## src/rtl/arci_defs.svh

```systemverilog
/*
  constants for the analog remote control interface logic.
  assumes inclusion by the package, the top module and the bench.
*/
`ifndef ARCI_DEFS_SVH
`define ARCI_DEFS_SVH

// register byte offsets
`define ARCI_OFS_CTRL     4'h0
`define ARCI_OFS_ALMASK   4'h4
`define ARCI_OFS_STATUS   4'h8
`define ARCI_OFS_SETV     4'hC
// second bank (address bit 4 set)
`define ARCI_OFS_SETC     4'h0
`define ARCI_OFS_SETR     4'h4
`define ARCI_OFS_MONV     4'h8
`define ARCI_OFS_MONC     4'hC

// control register fields
`define ARCI_CTRL_RANGE10 0
`define ARCI_CTRL_STMODE  1
`define ARCI_CTRL_READY   2
`define ARCI_CTRL_W       3
`define ARCI_CTRL_RST     3'h0

// alarm source bits: overtemp, power fail, overvolt, overcurr, overpower
`define ARCI_AL_OT        0
`define ARCI_AL_PF        1
`define ARCI_AL_OV        2
`define ARCI_AL_OC        3
`define ARCI_AL_OP        4
`define ARCI_AL_W         5
`define ARCI_ALMASK_RST   5'h1F

// status register fields
`define ARCI_ST_REMOTE    0
`define ARCI_ST_RMODE     1
`define ARCI_ST_SBY       2
`define ARCI_ST_DCON      3
`define ARCI_ST_ALARM     4
`define ARCI_ST_ACKCNT    16

// acknowledgment low time
`define ARCI_ACK_LOW_MS   50
`define ARCI_CLK_HZ       20000000
`define ARCI_ACK_CYC      ((`ARCI_ACK_LOW_MS * `ARCI_CLK_HZ + 999) / 1000)

`define ARCI_ZERO32       32'h0000_0000
`define ARCI_CODE_W       14
`endif

```

## src/rtl/arci_pkg.sv

```systemverilog
/*
  types shared by the analog remote control interface logic.
  assumes arci_defs.svh is on the include path.
*/
`include "arci_defs.svh"
package arci_pkg;
  typedef logic [`ARCI_CODE_W-1:0] arci_code_t;
  typedef logic [`ARCI_AL_W-1:0]   arci_alarm_t;
  typedef enum logic [1:0] {
    ARCI_ACK_IDLE = 2'b00,
    ARCI_ACK_HIGH = 2'b01,
    ARCI_ACK_LOW  = 2'b10
  } arci_ack_t;
endpackage

```

## src/rtl/arci_top.sv

```systemverilog
/*
  digital control behind the isolated analog remote interface of a dc load:
  pin decode, alarm grouping, acknowledgment, status pin, set value gating,
  avalon-mm register slave.
  assumes converters sample/drive 14-bit codes on core_clk_i and that the
  controller pins arrive asynchronously.
*/
`timescale 1ns/100ps
`include "arci_defs.svh"

module arci_top #(
  parameter int unsigned ACK_CYC = `ARCI_ACK_CYC
) (
  // clock and reset
  input  wire logic                 core_clk_i,
  input  wire logic                 rst_i,
  // avalon-mm slave
  input  wire logic [4:0]           avs_address_i,
  input  wire logic                 avs_read_i,
  input  wire logic                 avs_write_i,
  input  wire logic [31:0]          avs_writedata_i,
  input  wire logic [3:0]           avs_byteenable_i,
  output logic      [31:0]          avs_readdata_o,
  output logic                      avs_waitrequest_o,
  // controller pins (asynchronous)
  input  wire logic                 remote_sel_pin_i,
  input  wire logic                 rmode_pin_i,
  input  wire logic                 standby_pin_i,
  // device alarm sources and regulator state
  input  wire arci_pkg::arci_alarm_t alarm_src_i,
  input  wire logic                 cv_active_i,
  input  wire logic                 dc_on_i,
  // converter codes
  input  wire arci_pkg::arci_code_t voltage_setpoint_in_i,
  input  wire arci_pkg::arci_code_t current_setpoint_in_i,
  input  wire arci_pkg::arci_code_t resistance_setpoint_in_i,
  input  wire arci_pkg::arci_code_t volt_actual_i,
  input  wire arci_pkg::arci_code_t curr_actual_i,
  // outputs to the power stage and panel
  output arci_pkg::arci_code_t      volt_set_o,
  output arci_pkg::arci_code_t      curr_set_o,
  output arci_pkg::arci_code_t      res_set_o,
  output logic                      set_valid_o,
  output logic                      rmode_on_o,
  output logic                      dc_on_req_o,
  output logic                      alarm_trip_o,
  output logic                      alarm_ack_o,
  output logic                      vref_10v_o,
  // monitor codes and interface pins
  output arci_pkg::arci_code_t      voltage_monitor_out_o,
  output arci_pkg::arci_code_t      current_monitor_out_o,
  output logic                      alarm1_pin_o,
  output logic                      alarm2_pin_o,
  output logic                      status_pin_o
);
  import arci_pkg::*;

  logic [2:0]  sync1_r;
  logic [2:0]  sync2_r;
  logic        remote_act;
  logic        rmode_lvl;
  logic        sby_lvl;
  logic [`ARCI_CTRL_W-1:0] ctrl_r;
  arci_alarm_t almask_r;
  arci_alarm_t al_sel;
  arci_ack_t   ack_st_r;
  logic [31:0] low_cnt_r;
  logic [7:0]  ack_cnt_r;
  logic        ack_pulse;
  logic        range10;
  logic        acc;
  logic        bank_lo;
  logic [3:0]  ofs;
  logic [31:0] rd_nxt;
  logic        rd_done_r;

  // two-stage synchronisers
  // first stage feeds only the second stage
  always_ff @(posedge core_clk_i) begin
    if (rst_i) begin
      sync1_r <= 3'h7;
      sync2_r <= 3'h7;
    end else begin
      sync1_r <= {standby_pin_i, rmode_pin_i, remote_sel_pin_i};
      sync2_r <= sync1_r;
    end
  end

  assign remote_act = ~sync2_r[0];
  assign rmode_lvl  = sync2_r[1];
  assign sby_lvl    = sync2_r[2];
  assign range10    = ctrl_r[`ARCI_CTRL_RANGE10];

  // standby pin works in every mode
  assign dc_on_req_o = sby_lvl;
  assign rmode_on_o  = rmode_lvl;
  assign vref_10v_o  = range10;

  // set values gated by remote select
  // 5 V range drops the lsb (half resolution)
  always_ff @(posedge core_clk_i) begin
    if (rst_i) begin
      volt_set_o  <= '0;
      curr_set_o  <= '0;
      res_set_o   <= '0;
      set_valid_o <= 1'b0;
    end else begin
      set_valid_o <= remote_act;
      if (remote_act) begin
        volt_set_o <= range10 ? voltage_setpoint_in_i : (voltage_setpoint_in_i & ~14'h0001);
        curr_set_o <= range10 ? current_setpoint_in_i : (current_setpoint_in_i & ~14'h0001);
        res_set_o  <= range10 ? resistance_setpoint_in_i
                              : (resistance_setpoint_in_i & ~14'h0001);
      end
    end
  end

  // full range maps to the selected voltage span downstream
  always_ff @(posedge core_clk_i) begin
    if (rst_i) begin
      voltage_monitor_out_o <= '0;
      current_monitor_out_o <= '0;
    end else begin
      voltage_monitor_out_o <= range10 ? volt_actual_i : (volt_actual_i & ~14'h0001);
      current_monitor_out_o <= range10 ? curr_actual_i : (curr_actual_i & ~14'h0001);
    end
  end

  assign al_sel = alarm_src_i & almask_r;

  // alarm trips dc input off as in manual mode
  // alarm groups, held low until ready
  always_ff @(posedge core_clk_i) begin
    if (rst_i) begin
      alarm1_pin_o <= 1'b0;
      alarm2_pin_o <= 1'b0;
      status_pin_o <= 1'b0;
      alarm_trip_o <= 1'b0;
    end else begin
      alarm_trip_o <= |alarm_src_i;
      if (ctrl_r[`ARCI_CTRL_READY]) begin
        alarm1_pin_o <= al_sel[`ARCI_AL_OT] | al_sel[`ARCI_AL_PF];
        alarm2_pin_o <= al_sel[`ARCI_AL_OV] | al_sel[`ARCI_AL_OC] | al_sel[`ARCI_AL_OP];
        status_pin_o <= ctrl_r[`ARCI_CTRL_STMODE] ? dc_on_i : ~cv_active_i;
      end else begin
        alarm1_pin_o <= 1'b0;
        alarm2_pin_o <= 1'b0;
        status_pin_o <= 1'b0;
      end
    end
  end

  // only in remote control; leaving remote aborts
  always_ff @(posedge core_clk_i) begin
    if (rst_i) begin
      ack_st_r  <= ARCI_ACK_IDLE;
      low_cnt_r <= `ARCI_ZERO32;
    end else if (!remote_act) begin
      ack_st_r  <= ARCI_ACK_IDLE;
      low_cnt_r <= `ARCI_ZERO32;
    end else begin
      unique case (ack_st_r)
        ARCI_ACK_IDLE: begin
          if (sby_lvl) begin
            ack_st_r <= ARCI_ACK_HIGH;
          end
        end
        ARCI_ACK_HIGH: begin
          // the first low cycle counts, so a low of exactly ACK_CYC cycles is accepted
          low_cnt_r <= sby_lvl ? `ARCI_ZERO32 : 32'h0000_0001;
          if (!sby_lvl) begin
            ack_st_r <= ARCI_ACK_LOW;
          end
        end
        ARCI_ACK_LOW: begin
          if (!sby_lvl) begin
            if (low_cnt_r < ACK_CYC) begin
              low_cnt_r <= low_cnt_r + 32'h0000_0001;
            end
          end else begin
            ack_st_r <= ARCI_ACK_HIGH;
          end
        end
        default: ack_st_r <= ARCI_ACK_IDLE;
      endcase
    end
  end

  assign ack_pulse = remote_act && (ack_st_r == ARCI_ACK_LOW) && sby_lvl
                     && (low_cnt_r >= ACK_CYC);

  always_ff @(posedge core_clk_i) begin
    if (rst_i) begin
      alarm_ack_o <= 1'b0;
      ack_cnt_r   <= 8'h00;
    end else begin
      alarm_ack_o <= ack_pulse;
      if (ack_pulse) begin
        ack_cnt_r <= ack_cnt_r + 8'h01;
      end
    end
  end

  // avalon slave: one wait cycle per access
  assign acc     = (avs_read_i | avs_write_i) & ~rd_done_r;
  assign avs_waitrequest_o = acc;
  assign bank_lo = ~avs_address_i[4];
  assign ofs     = avs_address_i[3:0];

  always_ff @(posedge core_clk_i) begin
    if (rst_i) begin
      rd_done_r <= 1'b0;
    end else begin
      rd_done_r <= acc;
    end
  end

  always_ff @(posedge core_clk_i) begin
    if (rst_i) begin
      ctrl_r   <= `ARCI_CTRL_RST;
      almask_r <= `ARCI_ALMASK_RST;
    end else if (avs_write_i && rd_done_r && bank_lo && avs_byteenable_i[0]) begin
      if (ofs == `ARCI_OFS_CTRL) begin
        ctrl_r <= avs_writedata_i[`ARCI_CTRL_W-1:0];
      end
      if (ofs == `ARCI_OFS_ALMASK) begin
        almask_r <= avs_writedata_i[`ARCI_AL_W-1:0];
      end
    end
  end

  always_comb begin
    rd_nxt = `ARCI_ZERO32;
    if (bank_lo) begin
      unique case (ofs)
        `ARCI_OFS_CTRL:   rd_nxt[`ARCI_CTRL_W-1:0] = ctrl_r;
        `ARCI_OFS_ALMASK: rd_nxt[`ARCI_AL_W-1:0]   = almask_r;
        `ARCI_OFS_STATUS: begin
          rd_nxt[`ARCI_ST_REMOTE] = remote_act;
          rd_nxt[`ARCI_ST_RMODE]  = rmode_lvl;
          rd_nxt[`ARCI_ST_SBY]    = sby_lvl;
          rd_nxt[`ARCI_ST_DCON]   = dc_on_i;
          rd_nxt[`ARCI_ST_ALARM+`ARCI_AL_W-1:`ARCI_ST_ALARM] = alarm_src_i;
          rd_nxt[`ARCI_ST_ACKCNT+7:`ARCI_ST_ACKCNT] = ack_cnt_r;
        end
        `ARCI_OFS_SETV:   rd_nxt[`ARCI_CODE_W-1:0] = volt_set_o;
        default:          rd_nxt = `ARCI_ZERO32;
      endcase
    end else begin
      unique case (ofs)
        `ARCI_OFS_SETC: rd_nxt[`ARCI_CODE_W-1:0] = curr_set_o;
        `ARCI_OFS_SETR: rd_nxt[`ARCI_CODE_W-1:0] = res_set_o;
        `ARCI_OFS_MONV: rd_nxt[`ARCI_CODE_W-1:0] = voltage_monitor_out_o;
        `ARCI_OFS_MONC: rd_nxt[`ARCI_CODE_W-1:0] = current_monitor_out_o;
        default:        rd_nxt = `ARCI_ZERO32;
      endcase
    end
  end

  // read data registered in the wait cycle, stands at the release edge
  always_ff @(posedge core_clk_i) begin
    if (rst_i) begin
      avs_readdata_o <= `ARCI_ZERO32;
    end else if (avs_read_i && acc) begin
      avs_readdata_o <= rd_nxt;
    end
  end
endmodule

```

## config.mk

```make
export PLATFORM = sky130hd
export DESIGN_NAME = arci_top
export DESIGN_NICKNAME = d
export VERILOG_FILES = /design/src/rtl/arci_pkg.sv /design/src/rtl/arci_top.sv
export VERILOG_INCLUDE_DIRS = /design/src /design/src/rtl
export SDC_FILE = /design/constraint.sdc
export NUM_CORES = 1
export LEC_CHECK = 0
export BUFFER_PORTS_ARGS = -buffer_cell sky130_fd_sc_hd__buf_2
export CORE_UTILIZATION = 49
export CTS_BUF_LIST = sky130_fd_sc_hd__clkbuf_16
export CTS_CLUSTER_DIAMETER = 50
export DETAILED_ROUTE_END_ITERATION = 10
export PLACE_DENSITY_LB_ADDON = 0.05
export SETUP_SLACK_MARGIN = 0.05
export SLEW_MARGIN = 20
export SYNTH_ARGS = -nofsm -noshare
export SYNTH_HDL_FRONTEND = slang
export SYNTH_SLANG_ARGS = --single-unit
```

## constraint.sdc

```tcl
create_clock -name core_clk_i -period 2.5 [get_ports core_clk_i]
set_clock_uncertainty 0.05 [all_clocks]
set_input_delay 0.5 -clock core_clk_i [delete_from_list [all_inputs] [get_ports core_clk_i]]
set_output_delay 0.5 -clock core_clk_i [all_outputs]
set_load 0.01 [all_outputs]
```

== After elaboration in Yosys (flattened, before gate mapping) ==
Index checks and enable logic that the tools add are counted.
W data, S select, Z words.

* Bits in registers: 165
* Logic and storage cells: 84
* Output and inout bits: 112
* Input port bits: 125

* $add $sub $neg: 2
* Mux-type cells: 18
* Equality and inequality tests: 9
* Reduce and logical (&&, ||, !) cells: 19
* Order comparisons: 2
* Bitwise operators: 12

{| class="wikitable"
|+ Operators with widths
! kind !! number
|-
| $mux W32 || 2
|-
| $pmux W32 S2 || 1
|-
| $pmux W14 S4 || 1
|-
| $add A32 B1 Y32 const B || 1
|-
| $ge A32 B20 Y1 const B || 1
|-
| $lt A32 B20 Y1 const B || 1
|-
| $mux W24 || 1
|-
| $pmux W3 S4 || 1
|-
| $add A8 B1 Y8 const B || 1
|-
| $eq A4 B4 Y1 const B || 2
|-
| $mux W8 || 1
|-
| $pmux W4 S2 || 1
|-
| $reduce_or A2 Y1 || 4
|-
| $logic_and A1 B1 Y1 || 7
|-
| $ne A2 B2 Y1 const B || 3
|-
| $not A1 Y1 || 6
|-
| $pmux W2 S3 || 1
|-
| $reduce_and A2 Y1 || 3
|-
| $and A5 B5 Y5 || 1
|-
| $mux W1 || 5
|-
| $mux W5 || 1
|-
| $reduce_or A5 Y1 || 1
|-
| $eq A4 B3 Y1 const B || 1
|-
| $logic_not A4 Y1 || 1
|-
| other kinds (10) || 14
|}

== Logic depth before layout (Yosys ltp) ==
* Depth in word-level cells: 4
* Depth in mapped cells: 9
* Gate-level depth less buffers: 6

== Least setup slack after synthesis ==
OpenSTA, ideal clock, no wires.

* Kind: in2reg
* Start: input avs_address_i[3]
* End: register avs_readdata_o[2]
* Data arrival time: 1.898 ns
* Library setup time: 0.128 ns
* Buffers on the path: 2
* Setup slack: 0.425 ns
* Required time: 2.322 ns
* Stages: 6
* Path through: buf_2 buf_2 mux4_2 mux2_2 a22oi_1 nor2_1

* Cells in the longest elaborated chain, start to end: 3
* Elaborated cells on any way between the ends: 7
* Classes of those cells: 3 x eq/ne; 3 x mux; 1 x reduce/logical

{| class="wikitable"
|+ Ends and longest elaborated chain
! item !! RTL line !! text
|-
| from (decl) || arci_top.sv:18 || <nowiki>input wire logic [4:0] avs_address_i,</nowiki>
|-
| $eq A4 B4 Y1, or another cell as far along || arci_top.sv:235, arci_top.sv:250 ||
|-
| $pmux W3 S4 / $pmux W14 S4 (equally long branches) || arci_top.sv:235, arci_top.sv:250 ||
|-
| $mux W24 (*) || arci_top.sv:234 || <nowiki>if (bank_lo) begin</nowiki>
|-
| to (signal assigned) || arci_top.sv:263 || <nowiki>avs_readdata_o <= `ARCI_ZERO32;</nowiki>
|-
| to (signal assigned) || arci_top.sv:265 || <nowiki>avs_readdata_o <= rd_nxt;</nowiki>
|-
| to (decl) || arci_top.sv:23 || <nowiki>output logic [31:0] avs_readdata_o,</nowiki>
|}

Mark *: on every way between the ends. The rest lies on a longest branch, timed or not.
A chain may end at the register's enable or synchronous reset.

== Worst setup path after layout ==
* Start: register ack_st_r[1]
* End: register ack_cnt_r[6]

* Cells in the longest elaborated chain, start to end: 4

{| class="wikitable"
|+ Ends and longest elaborated chain
! item !! RTL line !! text
|-
| from (decl) || arci_top.sv:66 || <nowiki>arci_ack_t ack_st_r;</nowiki>
|-
| from (signal assigned) || arci_top.sv:156 || <nowiki>ack_st_r <= ARCI_ACK_IDLE;</nowiki>
|-
| from (signal assigned) || arci_top.sv:159 || <nowiki>ack_st_r <= ARCI_ACK_IDLE;</nowiki>
|-
| from (signal assigned) || arci_top.sv:165 || <nowiki>ack_st_r <= ARCI_ACK_HIGH;</nowiki>
|-
| $eq A2 B2 Y1 || arci_top.sv:189 || <nowiki>assign ack_pulse = remote_act && (ack_st_r == ARCI_ACK_LOW) && sby_lvl</nowiki>
|-
| $logic_and A1 B1 Y1 (2 in a row) || arci_top.sv:189 ||
|-
| $logic_and A1 B1 Y1 || arci_top.sv:190 || <nowiki>&& (low_cnt_r >= ACK_CYC);</nowiki>
|-
| to (signal assigned) || arci_top.sv:199 || <nowiki>ack_cnt_r <= ack_cnt_r + 8'h01;</nowiki>
|-
| to (decl) || arci_top.sv:68 || <nowiki>logic [7:0] ack_cnt_r;</nowiki>
|}

Every way passes these cells.

==> impl_metrics.yaml <==
sta:
  fmax_mhz: 441
  worst_slew_pin_slew_ps: 843
  tns_ps: 0
  fin_crit_ps: 2270
  hold_violations: 0
  hold_slack_ps: 227
  slew_headroom_pct: 43.8
  fin_crit_sh_pct: 90.7
  drv_slew: 0
  setup_viol: 0
  rsz0062_at_grt: "false"
placed_design:
  dpl.cell_count: 1000
  portBuffers: 196
  globalplace.congestion: 0.864
  hpwlAfterDp_mm: 12.6
grt:
  antenna_found_initial: 0
  grt_usage_pct: 26.3
  grt_overflow: 0
  grt_start_max_net_pins: 120
  grt_pass1_wl_mm: 26.7
  grt_pass1_vias: 5267
route:
  wl_per_cell_um: 17.0
  wirelength_mm: 17.5
  via_count: 5510
  via_per_inst: 5.35
  drtIter0Drc: 337
  drtAntennaViolNets: 0
  firstDrtPassIters: 5
  remaining_drc_errors: 0
yosys:
  synth_edf_count: 0
  yosysUniqueCellTypes: 66
  synthTopCellsByArea: "dfxtp_1 48%, mux2i_1 8.4%, nor2_1 5.9%"
  synth_top_area_share_pct: 48.4
  synth_top_area_cell: "dfxtp_1"
  netlist_area_mm2: 0.00641
  ys_seq_elements: 155
  syn_avg_cell_area_um2: 9.87
  synth_common_cells: "155 x dfxtp_1, 100 x nor2_1, 54 x mux2i_1"
  synth_most_common_cell: "dfxtp_1"
  synthFlopType: "dfxtp_1"
  seq_area_frac_synth_pct: 48.4
  async_reset_ff_share_pct: 0
  yosysWarnings: 0
  synthCells: 649
clock_network:
  numCtsBuffers: 17
  cts.sinks: 155
  clk_pin_slew_ps: 60
  holdBufCountCts: 0
  cts_setup_buffers: 0
  ctsResizeCount: 0
  cts_htree_levels: 4
  cts_tree: "built"
  clockRootBuffer: "clkbuf_16"
  clock_tree.buffer_depth: 2
  clk_latency_ps: 410
cells_and_area:
  fin_cells: 1029
  antenna_cells: 0
  area_delta_synth_final_pct: 26.0
  ff_latch_area_mm2: 0.00310
  fin_nets: 975
  layout-drive-gt1-share_pct: 32.7
  multi_input_area_mm2: 0.00303
  fillerInstances: 1133
die:
  dieWidth_um: 116
  row_count: 41
  ios: 237
  die_y_um: 116
  start_util_pct: 50.6
  dieArea_mm2: 0.0135
  core-area_mm2: 0.0127
worst_setup_path:
  end_kind: "register"
  crit_arrival_ps: 2520
  rr_startpoint: "ack_st_r[1]$_SDFFE_PP0P_"
  critical_path_class: "reg -> reg"
  startpoint_type: "register"
  crit_start: "ack_st_r[1]$_SDFFE_PP0P_"
  path_max_fanout: 14
  required_ps: 2750
pwr:
  cellPowerDensity_mw_per_mm2: 655
  p_leak_uw: 0.00391
  ir_worst_vdd_mv: 0.454
min_path:
  min_from: "remote_sel_pin_i"
  hold_path_class: "in -> reg"
flow_run:
  cap_violations: 0
status:
  outcome: "finished, final reports clean"
## state kept, by name, summed over array words and instances (netlist names)
register               cells
sync2_r                    3
voltage_monitor_out_o     14
alarm1_pin_o               1
alarm_ack_o                1
avs_readdata_o            22
res_set_o                 14
volt_set_o                14
sync1_r                    3
set_valid_o                1
status_pin_o               1
rd_done_r                  1
curr_set_o                14
ack_st_r                   2
ctrl_r                     3
alarm_trip_o               1
current_monitor_out_o     14
almask_r                   5
ack_cnt_r                  8
low_cnt_r                 32
alarm2_pin_o               1
## per-stage QoR
step                setup slack (ps)  utilization, %  cell area [um^2]  total power [uW]
floorplan                        425               -              6440              2880
global placement                 199            59.6              7550              3060
detailed placement               168            59.6              7550              3070
CTS                              147            63.6              8060              5340
global route                     147            63.7              8070              5490
finish                           232            63.7              8070              5290
## path summary, 6_finish.rpt
check	to	slack [ps]	depth (start not counted)
setup / recovery	ack_cnt_r[6]$_SDFFE_PP0P_	230	5
hold / removal	sync1_r[0]$_SDFF_PP1_	230	2
setup reg to reg	ack_cnt_r[6]$_SDFFE_PP0P_	230	5
hold reg to reg	sync2_r[2]$_SDFF_PP1_	360	1
## cell usage in the layout (no fill, tap or decap), types with 6 or more instances in the layout
master     netlist  final
nor2_1         100    100
nand2_1         20     20
inv_1           10     10
dfxtp_1        155    154
a222oi_1         8      8
clkbuf_16        0     17
a21oi_1         27     27
nor2b_1         35     35
nand4_1          6      6
mux2i_1         54     54
nor3_1           9      9
and3_1          17     17
nand3_1         10     10
conb_1           1     10
a22oi_1         16     16
a2bb2oi_1        6      6
a211oi_1         9      9
o22a_1           9      9
or2_2            8      8
buf_2            5    195
mux2_2           9      9
a31oi_1          6      6
buf_4           10     23
mux4_2           8      8
## power breakdown
group | switching (uW) | total [uW] | internal [uW]
clock | 946 | 2270 | 1330
sequential | 39.8 | 2580 | 2540
combinational | 239 | 444 | 206
total | 1220 | 5290 | 4070
## worst max-delay path, stage by stage (launching register included)
cell and delay [ps]:
dfxtp_1 500, nand2b_4 110, or4_1 530, a2bb2oi_4 230
nor4_1 370, mux2_1 350
## routing by layer
metal  routed length [um]  vias to the layer above  track usage, %
li1                     -                     2698               -
met1                 6930                     2620            29.0
met2                 8960                      168            46.0
met3                 1090                       24            9.29
met4                  464                        0            10.5
met5                    0                        -               0
## cell families (layout without fill, tap and decap cells)
group,count (synthesis),in the layout,synth area share (%)
flip-flops,155,155,48.4
AO/OA/AOI/OAI,115,115,13.2
buffers and inverters,60,259,4.94
XOR/XNOR,1,1,0.137
AND/OR/NAND/NOR,242,242,19.6
other,1,10,0.0585
multiplexers,72,72,13.0
adder cells (fa/ha/maj),3,3,0.586
## layout make-up
type	instances	area share, %
Sequential cell	155	38.5
Multi-Input combinational cell	443	37.6
Tap cell	172	2.67
Clock buffer	17	5.27
Timing Repair Buffer	219	14.5
Inverter	11	0.511
Clock inverter	12	1.05
No activity file was read; power rests on OpenSTA's default activity.
